File: src/inc/timer_ctrl_defines.svh
// Purpose: Offsets, field positions, reset values and counts for the timer control block
// Assumes: Included by bare name from the design files
// Notes: Register port addresses are byte indices on an 8-bit port
`ifndef TIMER_CTRL_DEFINES_SVH
`define TIMER_CTRL_DEFINES_SVH

// Register addresses
`define TC_ADDR_CONTROL 8'h00
`define TC_ADDR_MODE 8'h01
`define TC_ADDR_T0_LOW 8'h02
`define TC_ADDR_T0_HIGH 8'h03
`define TC_ADDR_T1_LOW 8'h04
`define TC_ADDR_T1_HIGH 8'h05
`define TC_ADDR_IRQ_STATUS 8'h06
`define TC_ADDR_IRQ_MASK 8'h07
`define TC_ADDR_CONTROL_BIT 8'h08

// Timer control bit positions
`define TC_TF1 7
`define TC_TR1 6
`define TC_TF0 5
`define TC_TR0 4
`define TC_IE1 3
`define TC_IT1 2
`define TC_IE0 1
`define TC_IT0 0

// Bit access write data: index in [2:0], value in [7]
`define TC_BITOP_VALUE 7

// Interrupt status bit positions, same order as the vector acknowledge
`define TC_EV_IRQ_A 0
`define TC_EV_T0 1
`define TC_EV_IRQ_B 2
`define TC_EV_T1 3

// Reset values
`define TC_CONTROL_RST 8'h00
`define TC_MODE_RST 8'h00
`define TC_COUNT_RST 8'h00
`define TC_IRQ_RST 4'h0

// Oscillator periods in one machine cycle
`define TC_MC_OSC_PERIODS 12

`endif

File: src/inc/timer_ctrl_pkg.sv
// Purpose: Types shared by the timer control block
// Assumes: Nothing beyond standard SystemVerilog
// Notes: Mode codes follow declaration order 0 to 3
package timer_ctrl_pkg;

   // Operating mode of one timer
   typedef enum logic [1:0] {
      MODE_13BIT,
      MODE_16BIT,
      MODE_RELOAD8,
      MODE_SPLIT
   } mode_t;

   // One half of the timer mode configuration register
   typedef struct packed {
      logic gate;
      logic ext_src;
      mode_t mode;
   } tmode_half_t;

   // Result of one count step
   typedef struct packed {
      logic ovf;
      logic [7:0] high;
      logic [7:0] low;
   } step_t;

   // Register port request
   typedef struct packed {
      logic [7:0] addr;
      logic [7:0] wdata;
      logic wr;
      logic rd;
   } reg_req_t;

endpackage

File: src/rtl/dual_timer_counter_control.sv
// Purpose: Two 16-bit timer/counters with mode, gate and external interrupt flags
// Assumes: One oscillator clock, synchronous active low reset, 8-bit register port
// Notes: Interrupt output lags the status register by one clock
`timescale 1ns/100ps
`include "timer_ctrl_defines.svh"

// Function
// Gate set: timer runs only with run bit set and its interrupt pin high
// Source select clear: timer counts internal machine cycles
// Source select set: timer counts its external count pin
// Mode 00 gives a 13-bit timer/counter
// Mode 01 gives a full 16-bit timer/counter
// Mode 10 gives an 8-bit counter with automatic reload
// Timer 0 mode 11 splits into two independent 8-bit counters
// Split low byte uses timer 0 run, gate, source and flag
// Split high byte is interval timer using timer 1 run and flag
// Timer 1 mode 11 stops and holds its value
// Control register offers single-bit set, clear and test
// Trigger type 0 is low level, 1 is falling edge
// 13-bit count is high byte plus low five bits of low byte
// Reload mode low-byte overflow sets flag, reloads from high byte
// Count pin sampled each machine cycle, counts on high then low
// Overflow sets flag; vector acknowledge clears it
// Interval timing advances once per twelve-period machine cycle
module dual_timer_counter_control
   import timer_ctrl_pkg::*;
#(
   parameter int MC_DIV = `TC_MC_OSC_PERIODS
) (
   // Clock and reset
   input wire logic i_mclk,
   input wire logic i_reset_n,
   // Register port
   input wire logic [7:0] i_addr,
   input wire logic [7:0] i_wdata,
   input wire logic i_wr,
   input wire logic i_rd,
   output logic [7:0] o_rdata,
   // External pins, [0] timer 0 / line a, [1] timer 1 / line b
   input wire logic [1:0] i_ext_count_pin,
   input wire logic [1:0] i_ext_irq_gate_pin,
   // Interrupt controller
   input wire logic [3:0] i_vector_ack,
   output logic [3:0] o_flag_req,
   output logic o_irq
);
   reg_req_t req;
   logic mc_en;
   logic [1:0] cnt_fall;
   logic [1:0] irq_fall;
   logic [1:0] irq_lvl;
   logic [7:0] timer_control_r, timer_control_nxt;
   logic [7:0] timer_mode_config_r;
   logic [7:0] tl0_r, th0_r, tl1_r, th1_r;
   logic [3:0] stat_r, stat_nxt;
   logic [3:0] mask_r;
   logic [3:0] ev;
   tmode_half_t cfg0, cfg1;
   step_t st0, st1;
   logic split0, run0, run1, tick0, tick0h, tick1;
   logic ovf0, ovf1, ovf0h;
   logic [1:0] ext_ev;
   logic wr_tl0, wr_th0, wr_tl1, wr_th1;

   assign req = '{addr: i_addr, wdata: i_wdata, wr: i_wr, rd: i_rd};

   // Machine cycle enable, MC_DIV clocks apart, twelve by default
   mc_divider #(.DIV(MC_DIV)) u_div (
      .i_mclk(i_mclk),
      .i_reset_n(i_reset_n),
      .o_tick(mc_en)
   );

   // Count pins and interrupt pins share the same sampling
   pin_sampler #(.W(2)) u_cnt_pins (
      .i_mclk(i_mclk),
      .i_reset_n(i_reset_n),
      .i_en(mc_en),
      .i_pin(i_ext_count_pin),
      .o_level(),
      .o_fall(cnt_fall)
   );

   pin_sampler #(.W(2)) u_irq_pins (
      .i_mclk(i_mclk),
      .i_reset_n(i_reset_n),
      .i_en(mc_en),
      .i_pin(i_ext_irq_gate_pin),
      .o_level(irq_lvl),
      .o_fall(irq_fall)
   );

   // One count step for modes 0 to 2; split low byte is a plain 8-bit wrap
   function automatic step_t count_step(input mode_t m, input logic [7:0] tl,
                                        input logic [7:0] th);
      step_t s;
      logic [13:0] c13;
      logic [16:0] c16;
      logic [8:0] c8;
      s = '{ovf: 1'b0, high: th, low: tl};
      c13 = {1'b0, th, tl[4:0]} + 14'h0001;
      c16 = {1'b0, th, tl} + 17'h00001;
      c8 = {1'b0, tl} + 9'h001;
      case (m)
         MODE_13BIT: begin
            s.ovf = c13[13];
            s.high = c13[12:5];
            s.low = {tl[7:5], c13[4:0]};
         end
         MODE_16BIT: begin
            s.ovf = c16[16];
            s.high = c16[15:8];
            s.low = c16[7:0];
         end
         MODE_RELOAD8: begin
            s.ovf = c8[8];
            s.low = c8[8] ? th : c8[7:0];
         end
         default: begin
            s.ovf = c8[8];
            s.low = c8[7:0];
         end
      endcase
      return s;
   endfunction

   // Configuration halves and software write decode
   assign cfg0 = timer_mode_config_r[3:0];
   assign cfg1 = timer_mode_config_r[7:4];
   assign wr_tl0 = req.wr && (req.addr == `TC_ADDR_T0_LOW);
   assign wr_th0 = req.wr && (req.addr == `TC_ADDR_T0_HIGH);
   assign wr_tl1 = req.wr && (req.addr == `TC_ADDR_T1_LOW);
   assign wr_th1 = req.wr && (req.addr == `TC_ADDR_T1_HIGH);

   // Run qualification and count source per timer
   assign split0 = (cfg0.mode == MODE_SPLIT);
   assign run0 = timer_control_r[`TC_TR0] && (!cfg0.gate || i_ext_irq_gate_pin[0]);
   assign run1 = timer_control_r[`TC_TR1] && (!cfg1.gate || i_ext_irq_gate_pin[1]);
   assign tick0 = run0 && (cfg0.ext_src ? cnt_fall[0] : mc_en);
   assign tick1 = run1 && (cfg1.mode != MODE_SPLIT)
                  && (cfg1.ext_src ? cnt_fall[1] : mc_en);
   assign tick0h = split0 && timer_control_r[`TC_TR1] && mc_en;
   assign st0 = count_step(cfg0.mode, tl0_r, th0_r);
   assign st1 = count_step(cfg1.mode, tl1_r, th1_r);
   assign ovf0 = tick0 && st0.ovf;
   assign ovf1 = tick1 && st1.ovf;
   assign ovf0h = tick0h && (th0_r == 8'hff);

   // Timer 0 count registers; a software write wins over a count
   always_ff @(posedge i_mclk) begin
      if (!i_reset_n) begin
         tl0_r <= `TC_COUNT_RST;
         th0_r <= `TC_COUNT_RST;
      end else begin
         if (wr_tl0) begin
            tl0_r <= req.wdata;
         end else if (tick0) begin
            tl0_r <= st0.low;
         end
         if (wr_th0) begin
            th0_r <= req.wdata;
         end else if (tick0h) begin
            th0_r <= th0_r + 8'h01;
         end else if (tick0 && !split0) begin
            th0_r <= st0.high;
         end
      end
   end

   // Timer 1 count registers
   always_ff @(posedge i_mclk) begin
      if (!i_reset_n) begin
         tl1_r <= `TC_COUNT_RST;
         th1_r <= `TC_COUNT_RST;
      end else begin
         if (wr_tl1) begin
            tl1_r <= req.wdata;
         end else if (tick1) begin
            tl1_r <= st1.low;
         end
         if (wr_th1) begin
            th1_r <= req.wdata;
         end else if (tick1) begin
            th1_r <= st1.high;
         end
      end
   end

   // External flag events by trigger type
   assign ext_ev[0] = timer_control_r[`TC_IT0] ? irq_fall[0] : (mc_en && !irq_lvl[0]);
   assign ext_ev[1] = timer_control_r[`TC_IT1] ? irq_fall[1] : (mc_en && !irq_lvl[1]);

   // Control register: software, then vector clear, then hardware set wins
   always_comb begin
      timer_control_nxt = timer_control_r;
      if (req.wr && (req.addr == `TC_ADDR_CONTROL)) begin
         timer_control_nxt = req.wdata;
      end else if (req.wr && (req.addr == `TC_ADDR_CONTROL_BIT)) begin
         timer_control_nxt[req.wdata[2:0]] = req.wdata[`TC_BITOP_VALUE];
      end
      if (i_vector_ack[`TC_EV_IRQ_A]) timer_control_nxt[`TC_IE0] = 1'b0;
      if (i_vector_ack[`TC_EV_T0]) timer_control_nxt[`TC_TF0] = 1'b0;
      if (i_vector_ack[`TC_EV_IRQ_B]) timer_control_nxt[`TC_IE1] = 1'b0;
      if (i_vector_ack[`TC_EV_T1]) timer_control_nxt[`TC_TF1] = 1'b0;
      if (ovf0) timer_control_nxt[`TC_TF0] = 1'b1;
      if (split0 ? ovf0h : ovf1) timer_control_nxt[`TC_TF1] = 1'b1;
      if (ext_ev[0]) timer_control_nxt[`TC_IE0] = 1'b1;
      if (ext_ev[1]) timer_control_nxt[`TC_IE1] = 1'b1;
   end

   always_ff @(posedge i_mclk) begin
      if (!i_reset_n) begin
         timer_control_r <= `TC_CONTROL_RST;
      end else begin
         timer_control_r <= timer_control_nxt;
      end
   end

   // Mode configuration is whole-register only
   always_ff @(posedge i_mclk) begin
      if (!i_reset_n) begin
         timer_mode_config_r <= `TC_MODE_RST;
      end else if (req.wr && (req.addr == `TC_ADDR_MODE)) begin
         timer_mode_config_r <= req.wdata;
      end
   end

   // Sticky status, write one to clear; a new event beats the clear
   assign ev = {split0 ? ovf0h : ovf1, ext_ev[1], ovf0, ext_ev[0]};
   always_comb begin
      stat_nxt = stat_r;
      if (req.wr && (req.addr == `TC_ADDR_IRQ_STATUS)) begin
         stat_nxt = stat_r & ~req.wdata[3:0];
      end
      stat_nxt = stat_nxt | ev;
   end

   always_ff @(posedge i_mclk) begin
      if (!i_reset_n) begin
         stat_r <= `TC_IRQ_RST;
         mask_r <= `TC_IRQ_RST;
      end else begin
         stat_r <= stat_nxt;
         if (req.wr && (req.addr == `TC_ADDR_IRQ_MASK)) begin
            mask_r <= req.wdata[3:0];
         end
      end
   end

   // Interrupt level, registered so the output is glitch free
   always_ff @(posedge i_mclk) begin
      if (!i_reset_n) begin
         o_irq <= 1'b0;
      end else begin
         o_irq <= |(stat_r & mask_r);
      end
   end

   // Flag requests to the interrupt controller, straight from the control flops
   assign o_flag_req = {timer_control_r[`TC_TF1], timer_control_r[`TC_IE1], timer_control_r[`TC_TF0], timer_control_r[`TC_IE0]};

   // Read data valid only in the cycle after the strobe
   always_ff @(posedge i_mclk) begin
      if (!i_reset_n) begin
         o_rdata <= 8'h00;
      end else if (!req.rd) begin
         o_rdata <= 8'h00;
      end else if (req.addr == `TC_ADDR_CONTROL) begin
         o_rdata <= timer_control_r;
      end else if (req.addr == `TC_ADDR_MODE) begin
         o_rdata <= timer_mode_config_r;
      end else if (req.addr == `TC_ADDR_T0_LOW) begin
         o_rdata <= tl0_r;
      end else if (req.addr == `TC_ADDR_T0_HIGH) begin
         o_rdata <= th0_r;
      end else if (req.addr == `TC_ADDR_T1_LOW) begin
         o_rdata <= tl1_r;
      end else if (req.addr == `TC_ADDR_T1_HIGH) begin
         o_rdata <= th1_r;
      end else if (req.addr == `TC_ADDR_IRQ_STATUS) begin
         o_rdata <= {4'h0, stat_r};
      end else if (req.addr == `TC_ADDR_IRQ_MASK) begin
         o_rdata <= {4'h0, mask_r};
      end else begin
         o_rdata <= 8'h00;
      end
   end

   // Checks next to the counting logic
   gate_hold_a: assert property (@(posedge i_mclk) disable iff (!i_reset_n)
      (cfg0.gate && !i_ext_irq_gate_pin[0] && !split0 && !req.wr)
      |=> ($stable(tl0_r) && $stable(th0_r)))
      else $error("timer 0 counted with gate pin low");

   interval_step_a: assert property (@(posedge i_mclk) disable iff (!i_reset_n)
      (mc_en && run0 && !cfg0.ext_src && cfg0.mode == MODE_16BIT && !req.wr
       && {th0_r, tl0_r} != 16'hffff)
      |=> ({th0_r, tl0_r} == $past({th0_r, tl0_r}) + 16'h0001))
      else $error("interval timer did not advance on machine cycle");

   event_only_a: assert property (@(posedge i_mclk) disable iff (!i_reset_n)
      (cfg1.ext_src && !cnt_fall[1] && !req.wr) |=> $stable({th1_r, tl1_r}))
      else $error("event counter moved without a pin fall");

   pin_fall_a: assert property (@(posedge i_mclk) disable iff (!i_reset_n)
      (mc_en && u_cnt_pins.o_level[0] && !i_ext_count_pin[0]) |=> cnt_fall[0])
      else $error("high then low sample not flagged");

   mode13_carry_a: assert property (@(posedge i_mclk) disable iff (!i_reset_n)
      (tick0 && cfg0.mode == MODE_13BIT && tl0_r[4:0] == 5'h1f && th0_r != 8'hff
       && !req.wr)
      |=> (tl0_r[4:0] == 5'h00 && th0_r == $past(th0_r) + 8'h01
           && tl0_r[7:5] == $past(tl0_r[7:5])))
      else $error("13-bit carry into high byte wrong");

   reload_low_a: assert property (@(posedge i_mclk) disable iff (!i_reset_n)
      (tick0 && cfg0.mode == MODE_RELOAD8 && tl0_r == 8'hff && !req.wr
       && !i_vector_ack[`TC_EV_T0])
      |=> (tl0_r == $past(th0_r) && $stable(th0_r) && timer_control_r[`TC_TF0]))
      else $error("auto reload did not reload or flag");

   split_high_a: assert property (@(posedge i_mclk) disable iff (!i_reset_n)
      (split0 && timer_control_r[`TC_TR1] && mc_en && th0_r == 8'hff && !req.wr)
      |=> (th0_r == 8'h00 && timer_control_r[`TC_TF1]))
      else $error("split high byte overflow missed");

   t1_stop_a: assert property (@(posedge i_mclk) disable iff (!i_reset_n)
      (cfg1.mode == MODE_SPLIT && !req.wr) |=> $stable({th1_r, tl1_r}))
      else $error("timer 1 moved in mode 3");

   vector_clear_a: assert property (@(posedge i_mclk) disable iff (!i_reset_n)
      (i_vector_ack[`TC_EV_T0] && !ovf0) |=> !timer_control_r[`TC_TF0])
      else $error("vector acknowledge did not clear flag");

   bit_access_a: assert property (@(posedge i_mclk) disable iff (!i_reset_n)
      (req.wr && req.addr == `TC_ADDR_CONTROL_BIT && req.wdata[2:0] == 3'h4)
      |=> (timer_control_r[`TC_TR0] == $past(req.wdata[7])))
      else $error("single bit write to run bit failed");
endmodule

File: src/rtl/mc_divider.sv
// Purpose: Machine cycle enable from the oscillator clock
// Assumes: Single clock, synchronous active low reset
// Notes: Pulse is one clock wide, once every DIV clocks
`timescale 1ns/100ps
module mc_divider #(
   parameter int DIV = 12
) (
   // Clock and reset
   input wire logic i_mclk,
   input wire logic i_reset_n,
   // Enable out
   output logic o_tick
);
   localparam int CW = $clog2(DIV);
   logic [CW-1:0] cnt_r;

   // Free running count, wraps at DIV
   always_ff @(posedge i_mclk) begin
      if (!i_reset_n) begin
         cnt_r <= '0;
         o_tick <= 1'b0;
      end else begin
         o_tick <= (cnt_r == CW'(DIV - 1));
         cnt_r <= (cnt_r == CW'(DIV - 1)) ? '0 : cnt_r + 1'b1;
      end
   end
endmodule

File: src/rtl/pin_sampler.sv
// Purpose: Samples pins once per machine cycle and flags high-to-low changes
// Assumes: Pins synchronous to the clock
// Notes: A level shorter than a machine cycle may be missed
`timescale 1ns/100ps
module pin_sampler #(
   parameter int W = 2
) (
   // Clock and reset
   input wire logic i_mclk,
   input wire logic i_reset_n,
   // Sampling
   input wire logic i_en,
   input wire logic [W-1:0] i_pin,
   // Results
   output logic [W-1:0] o_level,
   output logic [W-1:0] o_fall
);
   // Sample held between enables; fall pulse one clock after the enable
   always_ff @(posedge i_mclk) begin
      if (!i_reset_n) begin
         o_level <= '1;
         o_fall <= '0;
      end else begin
         o_fall <= i_en ? (o_level & ~i_pin) : '0;
         if (i_en) begin
            o_level <= i_pin;
         end
      end
   end
endmodule

File: config.mk
export PLATFORM = sky130hd
export DESIGN_NAME = dual_timer_counter_control
export DESIGN_NICKNAME = d
export VERILOG_FILES = /design/src/inc/timer_ctrl_pkg.sv /design/src/rtl/dual_timer_counter_control.sv /design/src/rtl/mc_divider.sv /design/src/rtl/pin_sampler.sv
export VERILOG_INCLUDE_DIRS = /design/src /design/src/inc
export SDC_FILE = /design/constraint.sdc
export NUM_CORES = 1
export LEC_CHECK = 0
export BUFFER_PORTS_ARGS = -buffer_cell sky130_fd_sc_hd__buf_2
export CAP_MARGIN = 20
export CORE_UTILIZATION = 60
export CTS_CLUSTER_SIZE = 10
export DETAILED_ROUTE_END_ITERATION = 12
export PLACE_DENSITY = 0.91
export REMOVE_ABC_BUFFERS = 1
export SYNTH_ARGS = -nofsm -noshare
export SYNTH_HDL_FRONTEND = slang
export SYNTH_SLANG_ARGS = --single-unit
File: constraint.sdc
create_clock -name i_mclk -period 2.9 [get_ports i_mclk]
set_input_delay 0.87 -clock i_mclk [delete_from_list [all_inputs] [get_ports i_mclk]]
set_output_delay 0.87 -clock i_mclk [all_outputs]
set_load 0.005 [all_outputs]
==> metrics.yaml, run 1 <==
status:
  status: "finished, final reports clean"
power:
  p_leak_nw: 1.68
  vdd_drop_max_mv: 0.401
  p_per_area_nw_per_um2: 412
floorplan:
  die_h_um: 90.0
  fp-row-count: 31
  die_x_um: 90.0
  core_um2: 7370
  io_pins: 41
  dieArea_um2: 8100
  floorplan.initialDensity_pct: 63.1
sta:
  clock_skew_ns: 0.0126
  worst_pin_slew_ns: 0.608
  drv_slew: 0
  finalSetupViolCount: 0
  fmax_mhz: 398
  holdWs_ns: 0.459
  rsz0062_at_grt: "no"
  period_share_pct: 86.6
  fin_crit_ns: 2.51
  hold_viol_final: 0
  tns_ns: 0
  relSlewSlack_pct: 59.4
hold_path:
  hold_path_end: "u_div.cnt_r[0]$_SDFF_PP0_"
  hp-start: "u_div.cnt_r[0]$_SDFF_PP0_"
  hold_depth: 1
  hold_class: "reg -> reg"
critical_path:
  arrival_ns: 2.72
  cp_max_fo: 16
  worstSetupPathType: "in -> reg"
  critPathTopFamily: "simple AND/OR/NAND/NOR gates"
  rr_startpoint: "tl1_r[0]$_SDFFE_PN0P_"
  critPathBufInv: 1
  rr_worst_depth: 7
  required_ns: 3.11
  cpMaxStageDelayCell: "nor4_4"
  cp_cell_sequence: "buf_2 > nor4_4 > nand2_1 > nor2_1 > nand3b_1 > o21ai_0 > a21oi_1"
  slowest_delay_ns: 0.54
  critPathLaunchType: "input port"
  reg2reg_to: "tl1_r[0]$_SDFFE_PN0P_"
  worst-r2r-setup-slack_ns: 0.66
  end_kind: "flop"
logic_synthesis:
  yosysWarningCount: 0
  synthSimpleGateAreaFrac_pct: 24.3
  postSynthCellCount: 574
  synthesis.area_um2: 4650
  synthMuxAreaShare_pct: 9.10
  synth-compound-area-share_pct: 23.5
  synthAdderAreaFrac_pct: 1.08
  synth-edff-count: 0
  async_flop_share_pct: 0
  yosys.area_share.xor_xnor_pct: 3.39
  ys_seq_area_share_pct: 33.6
  synth_top_family_by_area: "simple AND/OR/NAND/NOR gates"
  ys.flop_type: "dfxtp_1"
  ys_ff_latch: 78
  syn_avg_cell_area_um2: 8.10
  synthDistinctLibCells: 62
clock_network:
  post-cts-setup-buffers: 0
  htree_levels: 3
  cts_made_buffers: 9
  cts.clk_slew.worst_paths_ns: 0.08
  cts_hold_buf: 0
  clockBufferDepth: 2
  cts_tree: "done"
  clkLatencyLatePin_ns: 0.37
  ctsResizeCount: 0
  clockRootBuffer: "clkbuf_8"
  clkSinkCount: 78
routing:
  drcViolationCount: 0
  post_drt_wl_per_cell_um: 20.4
  totalWireLength_mm: 14.2
  antenna_left: 0
  drt_iter0_markers: 792
  via_count: 4845
  dr.pass1.iters: 6
  via_per_inst: 6.95
cells_and_area:
  fin_cells: 697
  final_cell_mix: "dfxtp_1, nor2_1, nand2_1"
  fill_cells: 599
  final_core_util_pct: 68.6
  drive_gt1_share_pct: 14.7
  fin_nets: 625
  final_common_cell: "dfxtp_1"
  diodes: 0
  design_area_um2: 5050
  area_growth_pct: 8.75
global_route:
  grt.met2_usage_pct: 53.3
  grt_pass1_wl_mm: 22.5
  use_met1_pct: 46.6
  grt.busiest_layer: "met2"
  antenna_found_initial: 0
  grt_util_met3_pct: 7.02
  grtUsageTotal_pct: 35.3
  gr-total-overflow: 0
  grt_max_degree: 33
  first_global_vias: 4498
placement:
  hpwl_mm: 10.0
  place.gp.congestion: 0.953
  placement.cell_area_um2: 4850
  dp.cells: 681
  port_buffers: 40
flow_run:
  drv_cap: 0
-- synth_stat cells, types with 12 or more instances --
master / n / area, um^2
nor2_1: 64 / 240
a21oi_1: 51 / 255
o21ai_0: 32 / 160
xnor2_1: 13 / 114
mux2i_1: 31 / 310
nand2_1: 55 / 206
dfxtp_1: 78 / 1560
a211oi_1: 21 / 158
clkbuf_1: 28 / 105
nand3_1: 24 / 120
inv_1: 12 / 45.0
-- worst max path at each step --
stage | startpoint | endpoint | slack [ns] | cells after the start
6_report | i_addr[5] | th1_r[6]$_SDFFE_PN0P_ | 0.39 | 7
5_1_grt | i_addr[5] | th1_r[6]$_SDFFE_PN0P_ | 0.22 | 7
4_1_cts | i_addr[5] | timer_control_r[7]$_SDFFE_PN0P_ | 0.45 | 7
3_5_place_dp | i_addr[5] | timer_control_r[7]$_SDFFE_PN0P_ | 0.06 | 7
3_3_place_gp | i_addr[5] | timer_control_r[7]$_SDFFE_PN0P_ | 0.22 | 7
2_1_floorplan | i_addr[5] | th0_r[0]$_SDFFE_PN0P_ | 0.27 | 5
-- per-layer routing --
metal	up-vias	wire, um
li1	2150	-
met1	2207	5630
met2	403	6160
met3	85	1720
met4	0	730
met5	-	0
-- logic make-up after synthesis --
logic type,Yosys count
xor+xnor,18
fa+ha+maj,4
mux,37
buf+inv,54
compound gates,166
flops,78
simple gates,217
-- cell type report --
type,count,area (um^2),area share (%)
inverter,12,45.0,0.891
clock inverter,6,71.3,1.41
timing repair buffer,50,275,5.45
clock buffer,10,128,2.53
sequential,78,1560,30.9
tap,99,124,2.45
multi-input combinational,442,2850,56.4
-- flip-flops by register name, indices dropped and copies added (netlist names) --
register and flops:
o_irq 1, tl1_r 8, u_div.cnt_r 4, u_cnt_pins.o_fall 2, u_div.o_tick 1, th1_r 8, stat_r 4, o_rdata 8
u_irq_pins.o_level 2, u_cnt_pins.o_level 2, mask_r 4, timer_mode_config_r 8, th0_r 8, u_irq_pins.o_fall 2, tl0_r 8, timer_control_r 8
-- where the power goes --
part	total [mW]	switching [mW]	internal [mW]	leakage, nW
Combinational	0.151	0.105	0.0464	0.962
Sequential	1.08	0.00684	1.08	0.629
Clock	0.847	0.443	0.404	0.0931
Total	2.08	0.554	1.53	1.68
-- stage by stage --
stage	power [mW]	worst slack [ns]
after floorplan	1.16	0.273
after global placement	1.25	0.220
after detailed placement	1.25	0.0648
after CTS	2.07	0.447
after global routing	2.14	0.217
final	2.08	0.390
Note: power is estimated with default switching activity, not from simulation.
==> run 2, diff against run 1 <==
CORE_MARGIN = 4   (was unset)
SYNTH_HIERARCHICAL = 1   (was unset)
==> run 2 against run 1 <==
- fmax increased by 1.5%
- design area grew 4.1%
- critical path type unchanged
- sequential share of layout area shrank 1.2 points
- final cell count is 5.3% higher
- clock skew grew 0.00092 ns
==> metrics.yaml, run 2 <==
status:
  status: "finished, final reports clean"
global_route:
  first_global_vias: 4704
  grtUsageTotal_pct: 32.1
  gr-total-overflow: 0
  antenna_found_initial: 0
  grt_max_degree: 24
  grt_pass1_wl_mm: 24.9
routing:
  drcViolationCount: 0
  drt_iter0_markers: 763
  dr.pass1.iters: 5
  totalWireLength_mm: 15.3
  routed.top_layer: "met4"
  drt-met1-wl_mm: 5.87
  antenna_left: 0
  via_per_inst: 7.02
  post_drt_wl_per_cell_um: 20.8
  route.met3.wl_mm: 1.95
  dr_wl_met2_mm: 6.82
  via_count: 5152
sta:
  fin_crit_ns: 2.47
  holdWs_ns: 0.478
  hold_viol_final: 0
  finalSetupViolCount: 0
  rsz0062_at_grt: "no"
  fmax_mhz: 404
  clock_skew_ns: 0.0135
  period_share_pct: 85.3
  drv_slew: 0
  worst_pin_slew_ns: 0.640
  tns_ns: 0
  relSlewSlack_pct: 56.9
cells_and_area:
  fin_nets: 660
  seq_area_um2: 1560
  fill_cells: 654
  final_cell_mix: "dfxtp_1, nand2_1, a21oi_1"
  diodes: 0
  drive_gt1_share_pct: 16.0
  multiInputGateArea_um2: 2980
  final_common_cell: "dfxtp_1"
  area_growth_pct: 8.77
logic_synthesis:
  postSynthCellCount: 614
  ys_ff_latch: 78
  synth.top_cells.by_area: "dfxtp_1, a21oi_1, nand2_1"
  synth.most_common_cell: "dfxtp_1"
  synthesis.area_um2: 4830
  syn_avg_cell_area_um2: 7.87
  ys.flop_type: "dfxtp_1"
  synth_top_area_share_pct: 32.3
  synth-edff-count: 0
  synthDistinctLibCells: 66
  yosysWarningCount: 6
  ys_seq_area_share_pct: 32.3
  synth_commonest_cells: "dfxtp_1, nand2_1, a21oi_1"
  yosysTopAreaCell: "dfxtp_1"
  async_flop_share_pct: 0
clock_network:
  ctsResizeCount: 0
  post-cts-setup-buffers: 0
  cts_tree: "done"
  htree_levels: 3
  cts.clk_slew.worst_paths_ns: 0.08
  clockRootBuffer: "clkbuf_8"
  clkSinkCount: 78
  clockBufferDepth: 2
  cts_made_buffers: 9
  clkLatencyLatePin_ns: 0.35
  cts_hold_buf: 0
critical_path:
  end_kind: "flop"
  arrival_ns: 2.73
  critPathLaunchType: "input port"
  worstSetupPathType: "in -> reg"
  cp_max_fo: 6
  required_ns: 3.16
placement:
  place.gp.congestion: 0.968
  hpwl_mm: 11.1
  port_buffers: 40
floorplan:
  die_x_um: 97.8
  die_h_um: 97.8
  floorplan.initialDensity_pct: 62.2
  dieArea_um2: 9560
  fp-row-count: 32
  core_um2: 7770
  io_pins: 41
power:
  total_power_mw: 2.18
  p_leak_nw: 1.86
  p_per_area_nw_per_um2: 415
  vdd_drop_max_mv: 0.288
flow_run:
  drv_cap: 0
hold_path:
  hold_class: "reg -> reg"
==> run 2: changes by cell type after synthesis, moves of 9 or more <==
cell	previous run	this run
clkbuf_1	28	38
a211oi_1	21	12
and3_1	8	17
nor2_1	64	35
mux2_2	2	11
nor2b_1	7	16
mux2i_1	31	19
==> run 2: cell families after synthesis <==
kind of cell | synth area share [%]
XOR/XNOR | 1.81
multiplexers | 8.36
AND/OR/NAND/NOR | 26.0
AO/OA/AOI/OAI | 24.4
adder cells (fa/ha/maj) | 1.04
buffers and inverters | 6.11
flip-flops | 32.3
==> run 2: per-stage QoR <==
| stage | setup WS, ns | cell area, um^2 | cells | util (%) |
|---|---|---|---|---|
| detailed placement | 0.100 | 5050 | 719 | 65.0 |
| global route | 0.345 | 5260 | 734 | 67.7 |
| finish | 0.426 | 5260 | 734 | 67.7 |
| floorplan | 0.143 | 4610 | 563 | - |
| global placement | 0.134 | 5050 | 719 | 65.0 |
| CTS | 0.466 | 5260 | 734 | 67.7 |
==> run 2: power by group <==
group          total, mW  internal, mW  switching [mW]
logic              0.176        0.0613           0.115
clock network      0.905         0.480           0.425
registers           1.10          1.08          0.0217
==> run 2: final cells by class <==
class / count / share of cell area (%)
flip-flops and latches: 78 / 29.7
clock inverters: 6 / 1.67
well taps: 102 / 2.43
multi-input cells: 465 / 56.6
clock buffers: 9 / 2.36
repair buffers: 54 / 5.81
inverters: 20 / 1.43
==> run 2: layer usage <==
| layer | GRT usage (%) | vias to the layer above |
|---|---|---|
| met5 | 0 | - |
| met4 | 13.5 | 0 |
| met3 | 5.36 | 74 |
| met2 | 49.1 | 410 |
| met1 | 45.0 | 2360 |
| li1 | - | 2308 |
==> run 2: final timing paths <==
path | startpoint | end | slack, ns | cells after the start
worst min-delay path | u_cnt_pins/o_level[0]$_SDFFE_PN1P_ | u_cnt_pins/o_level[0]$_SDFFE_PN1P_ | 0.48 | 2
worst min register to register | u_cnt_pins/o_level[0]$_SDFFE_PN1P_ | u_cnt_pins/o_level[0]$_SDFFE_PN1P_ | 0.48 | 2
worst max-delay path | i_addr[0] | timer_control_r[6]$_SDFFE_PN0P_ | 0.43 | 6
worst max register to register | tl0_r[0]$_SDFFE_PN0P_ | tl0_r[3]$_SDFFE_PN0P_ | 0.64 | 6
==> run 2: critical path, cell delays in order <==
cell	delay, ns
buf_2	0.12
or4b_2	0.79
or2_2	0.37
nor2_2	0.23
a31oi_1	0.07
a221oi_1	0.28
==> run 3, diff against run 2 <==
CELL_PAD_IN_SITES_DETAIL_PLACEMENT = 0   (was unset)
CELL_PAD_IN_SITES_GLOBAL_PLACEMENT = 1   (was unset)
CORE_MARGIN = 2   (was 4)
CORE_UTILIZATION = 45   (was 60)
==> run 3 against run 2 <==
- design area increased by 1.1%
- fmax grew 0.58%
- utilization decreased by 16 points
- largest power group unchanged
==> metrics.yaml, run 3 (synthesized netlist as in run 2, its figures left out) <==
sta:
  worst_pin_slew_ns: 0.625
  holdWs_ns: 0.480
  finalSetupViolCount: 0
  rsz0062_at_grt: "no"
  relSlewSlack_pct: 58.0
  drv_slew: 0
  period_share_pct: 84.8
  clock_skew_ns: 0.00974
  fin_crit_ns: 2.46
  tns_ns: 0
  hold_viol_final: 0
  fmax_mhz: 407
clock_network:
  post-cts-setup-buffers: 0
  cts.clk_slew.worst_paths_ns: 0.09
  clkSinkCount: 78
  cts_made_buffers: 9
  clockBufferDepth: 2
  cts_tree: "done"
  cts_hold_buf: 0
  ctsResizeCount: 0
  htree_levels: 3
  clkLatencyLatePin_ns: 0.37
  clockRootBuffer: "clkbuf_8"
critical_path:
  critPathTopFamily: "simple AND/OR/NAND/NOR gates"
  cpMaxStageDelayCell: "or4_4"
  cp_cell_sequence: "buf_2 > or4_1 > or4_4 > a31o_1 > a311o_1"
  slowest_delay_ns: 0.63
  worstSetupPathType: "in -> reg"
  critPathBufInv: 1
  end_kind: "flop"
  arrival_ns: 2.73
  critPathLaunchType: "input port"
  cp_max_fo: 18
  required_ns: 3.17
floorplan:
  die_h_um: 108
  io_pins: 41
  core_um2: 10400
  die_x_um: 108
  fp-row-count: 37
  floorplan.initialDensity_pct: 46.6
  dieArea_um2: 11600
flow_run:
  drv_cap: 0
cells_and_area:
  fill_cells: 1011
  final_common_cell: "dfxtp_1"
  final_cell_mix: "dfxtp_1, nand2_1, a21oi_1"
  fin_nets: 663
  diodes: 0
  area_growth_pct: 9.96
  final_core_util_pct: 51.3
  fin_cells: 772
  drive_gt1_share_pct: 16.5
power:
  total_power_mw: 2.15
  vdd_drop_max_mv: 0.371
  p_leak_nw: 1.86
  p_per_area_nw_per_um2: 405
routing:
  drt_iter0_markers: 559
  post_drt_wl_per_cell_um: 20.3
  totalWireLength_mm: 15.7
  drcViolationCount: 0
  dr.pass1.iters: 6
  via_per_inst: 6.60
  antenna_left: 0
  via_count: 5099
global_route:
  grt_max_degree: 26
  grtUsageTotal_pct: 28.1
  first_global_vias: 4526
  grt_pass1_wl_mm: 25.0
  antenna_found_initial: 0
  gr-total-overflow: 0
placement:
  dp.cells: 756
  port_buffers: 40
  hpwl_mm: 11.6
  place.gp.congestion: 0.935
status:
  status: "finished, final reports clean"
hold_path:
  hold_class: "reg -> reg"
-- run 3: cell types whose count changed in the layout (fill, tap and decap cells not counted), sizes merged --
cell	change
inv	+3
clkinv	-3
clkinvlp	+2
buf	+3
bufinv	-1
-- run 3: layout make-up --
type                            count  area, um^2  area share (%)
Clock buffer                        9         124            2.33
Clock inverter                      7        80.1            1.51
Inverter                           20        75.1            1.41
Multi-Input combinational cell    465        2980            56.0
Sequential cell                    78        1560            29.4
Tap cell                          136         170            3.20
Timing Repair Buffer               57         328            6.17
-- run 3: through the flow --
stage          setup slack, ns  instance area [um^2]
6_report                 0.440                  5320
5_1_grt                  0.348                  5320
4_1_cts                  0.449                  5320
3_5_place_dp            0.0603                  5110
3_3_place_gp            0.0732                  5110
2_1_floorplan            0.143                  4610
-- run 3: final timing paths --
check | from | end | slack, ns | cells past startpoint
min | timer_mode_config_r[3]$_SDFFE_PN0P_ | timer_mode_config_r[3]$_SDFFE_PN0P_ | 0.48 | 2
min reg2reg | timer_mode_config_r[3]$_SDFFE_PN0P_ | timer_mode_config_r[3]$_SDFFE_PN0P_ | 0.48 | 2
max reg2reg | tl1_r[0]$_SDFFE_PN0P_ | th1_r[7]$_SDFFE_PN0P_ | 0.61 | 6
max | i_addr[5] | th0_r[0]$_SDFFE_PN0P_ | 0.44 | 5
-- run 3: layer usage --
metal	GRT usage (%)	up-vias	routed length, um
li1	-	2313	-
met1	39.6	2427	6600
met2	42.7	300	7060
met3	4.18	59	1420
met4	11.9	0	578
met5	0	-	0
-- run 3: worst min-delay path: stages (launching register included) --
cell	delay, ns
dfxtp_1	0.33
nand2_1	0.06
a21oi_1	0.05
-- run 3: where the power goes --
group          leakage [nW]  internal, mW  switching [mW]
Combinational          1.14        0.0630           0.114
Sequential            0.629          1.08          0.0221
Clock                0.0968         0.408           0.464
Total                  1.86          1.55           0.599
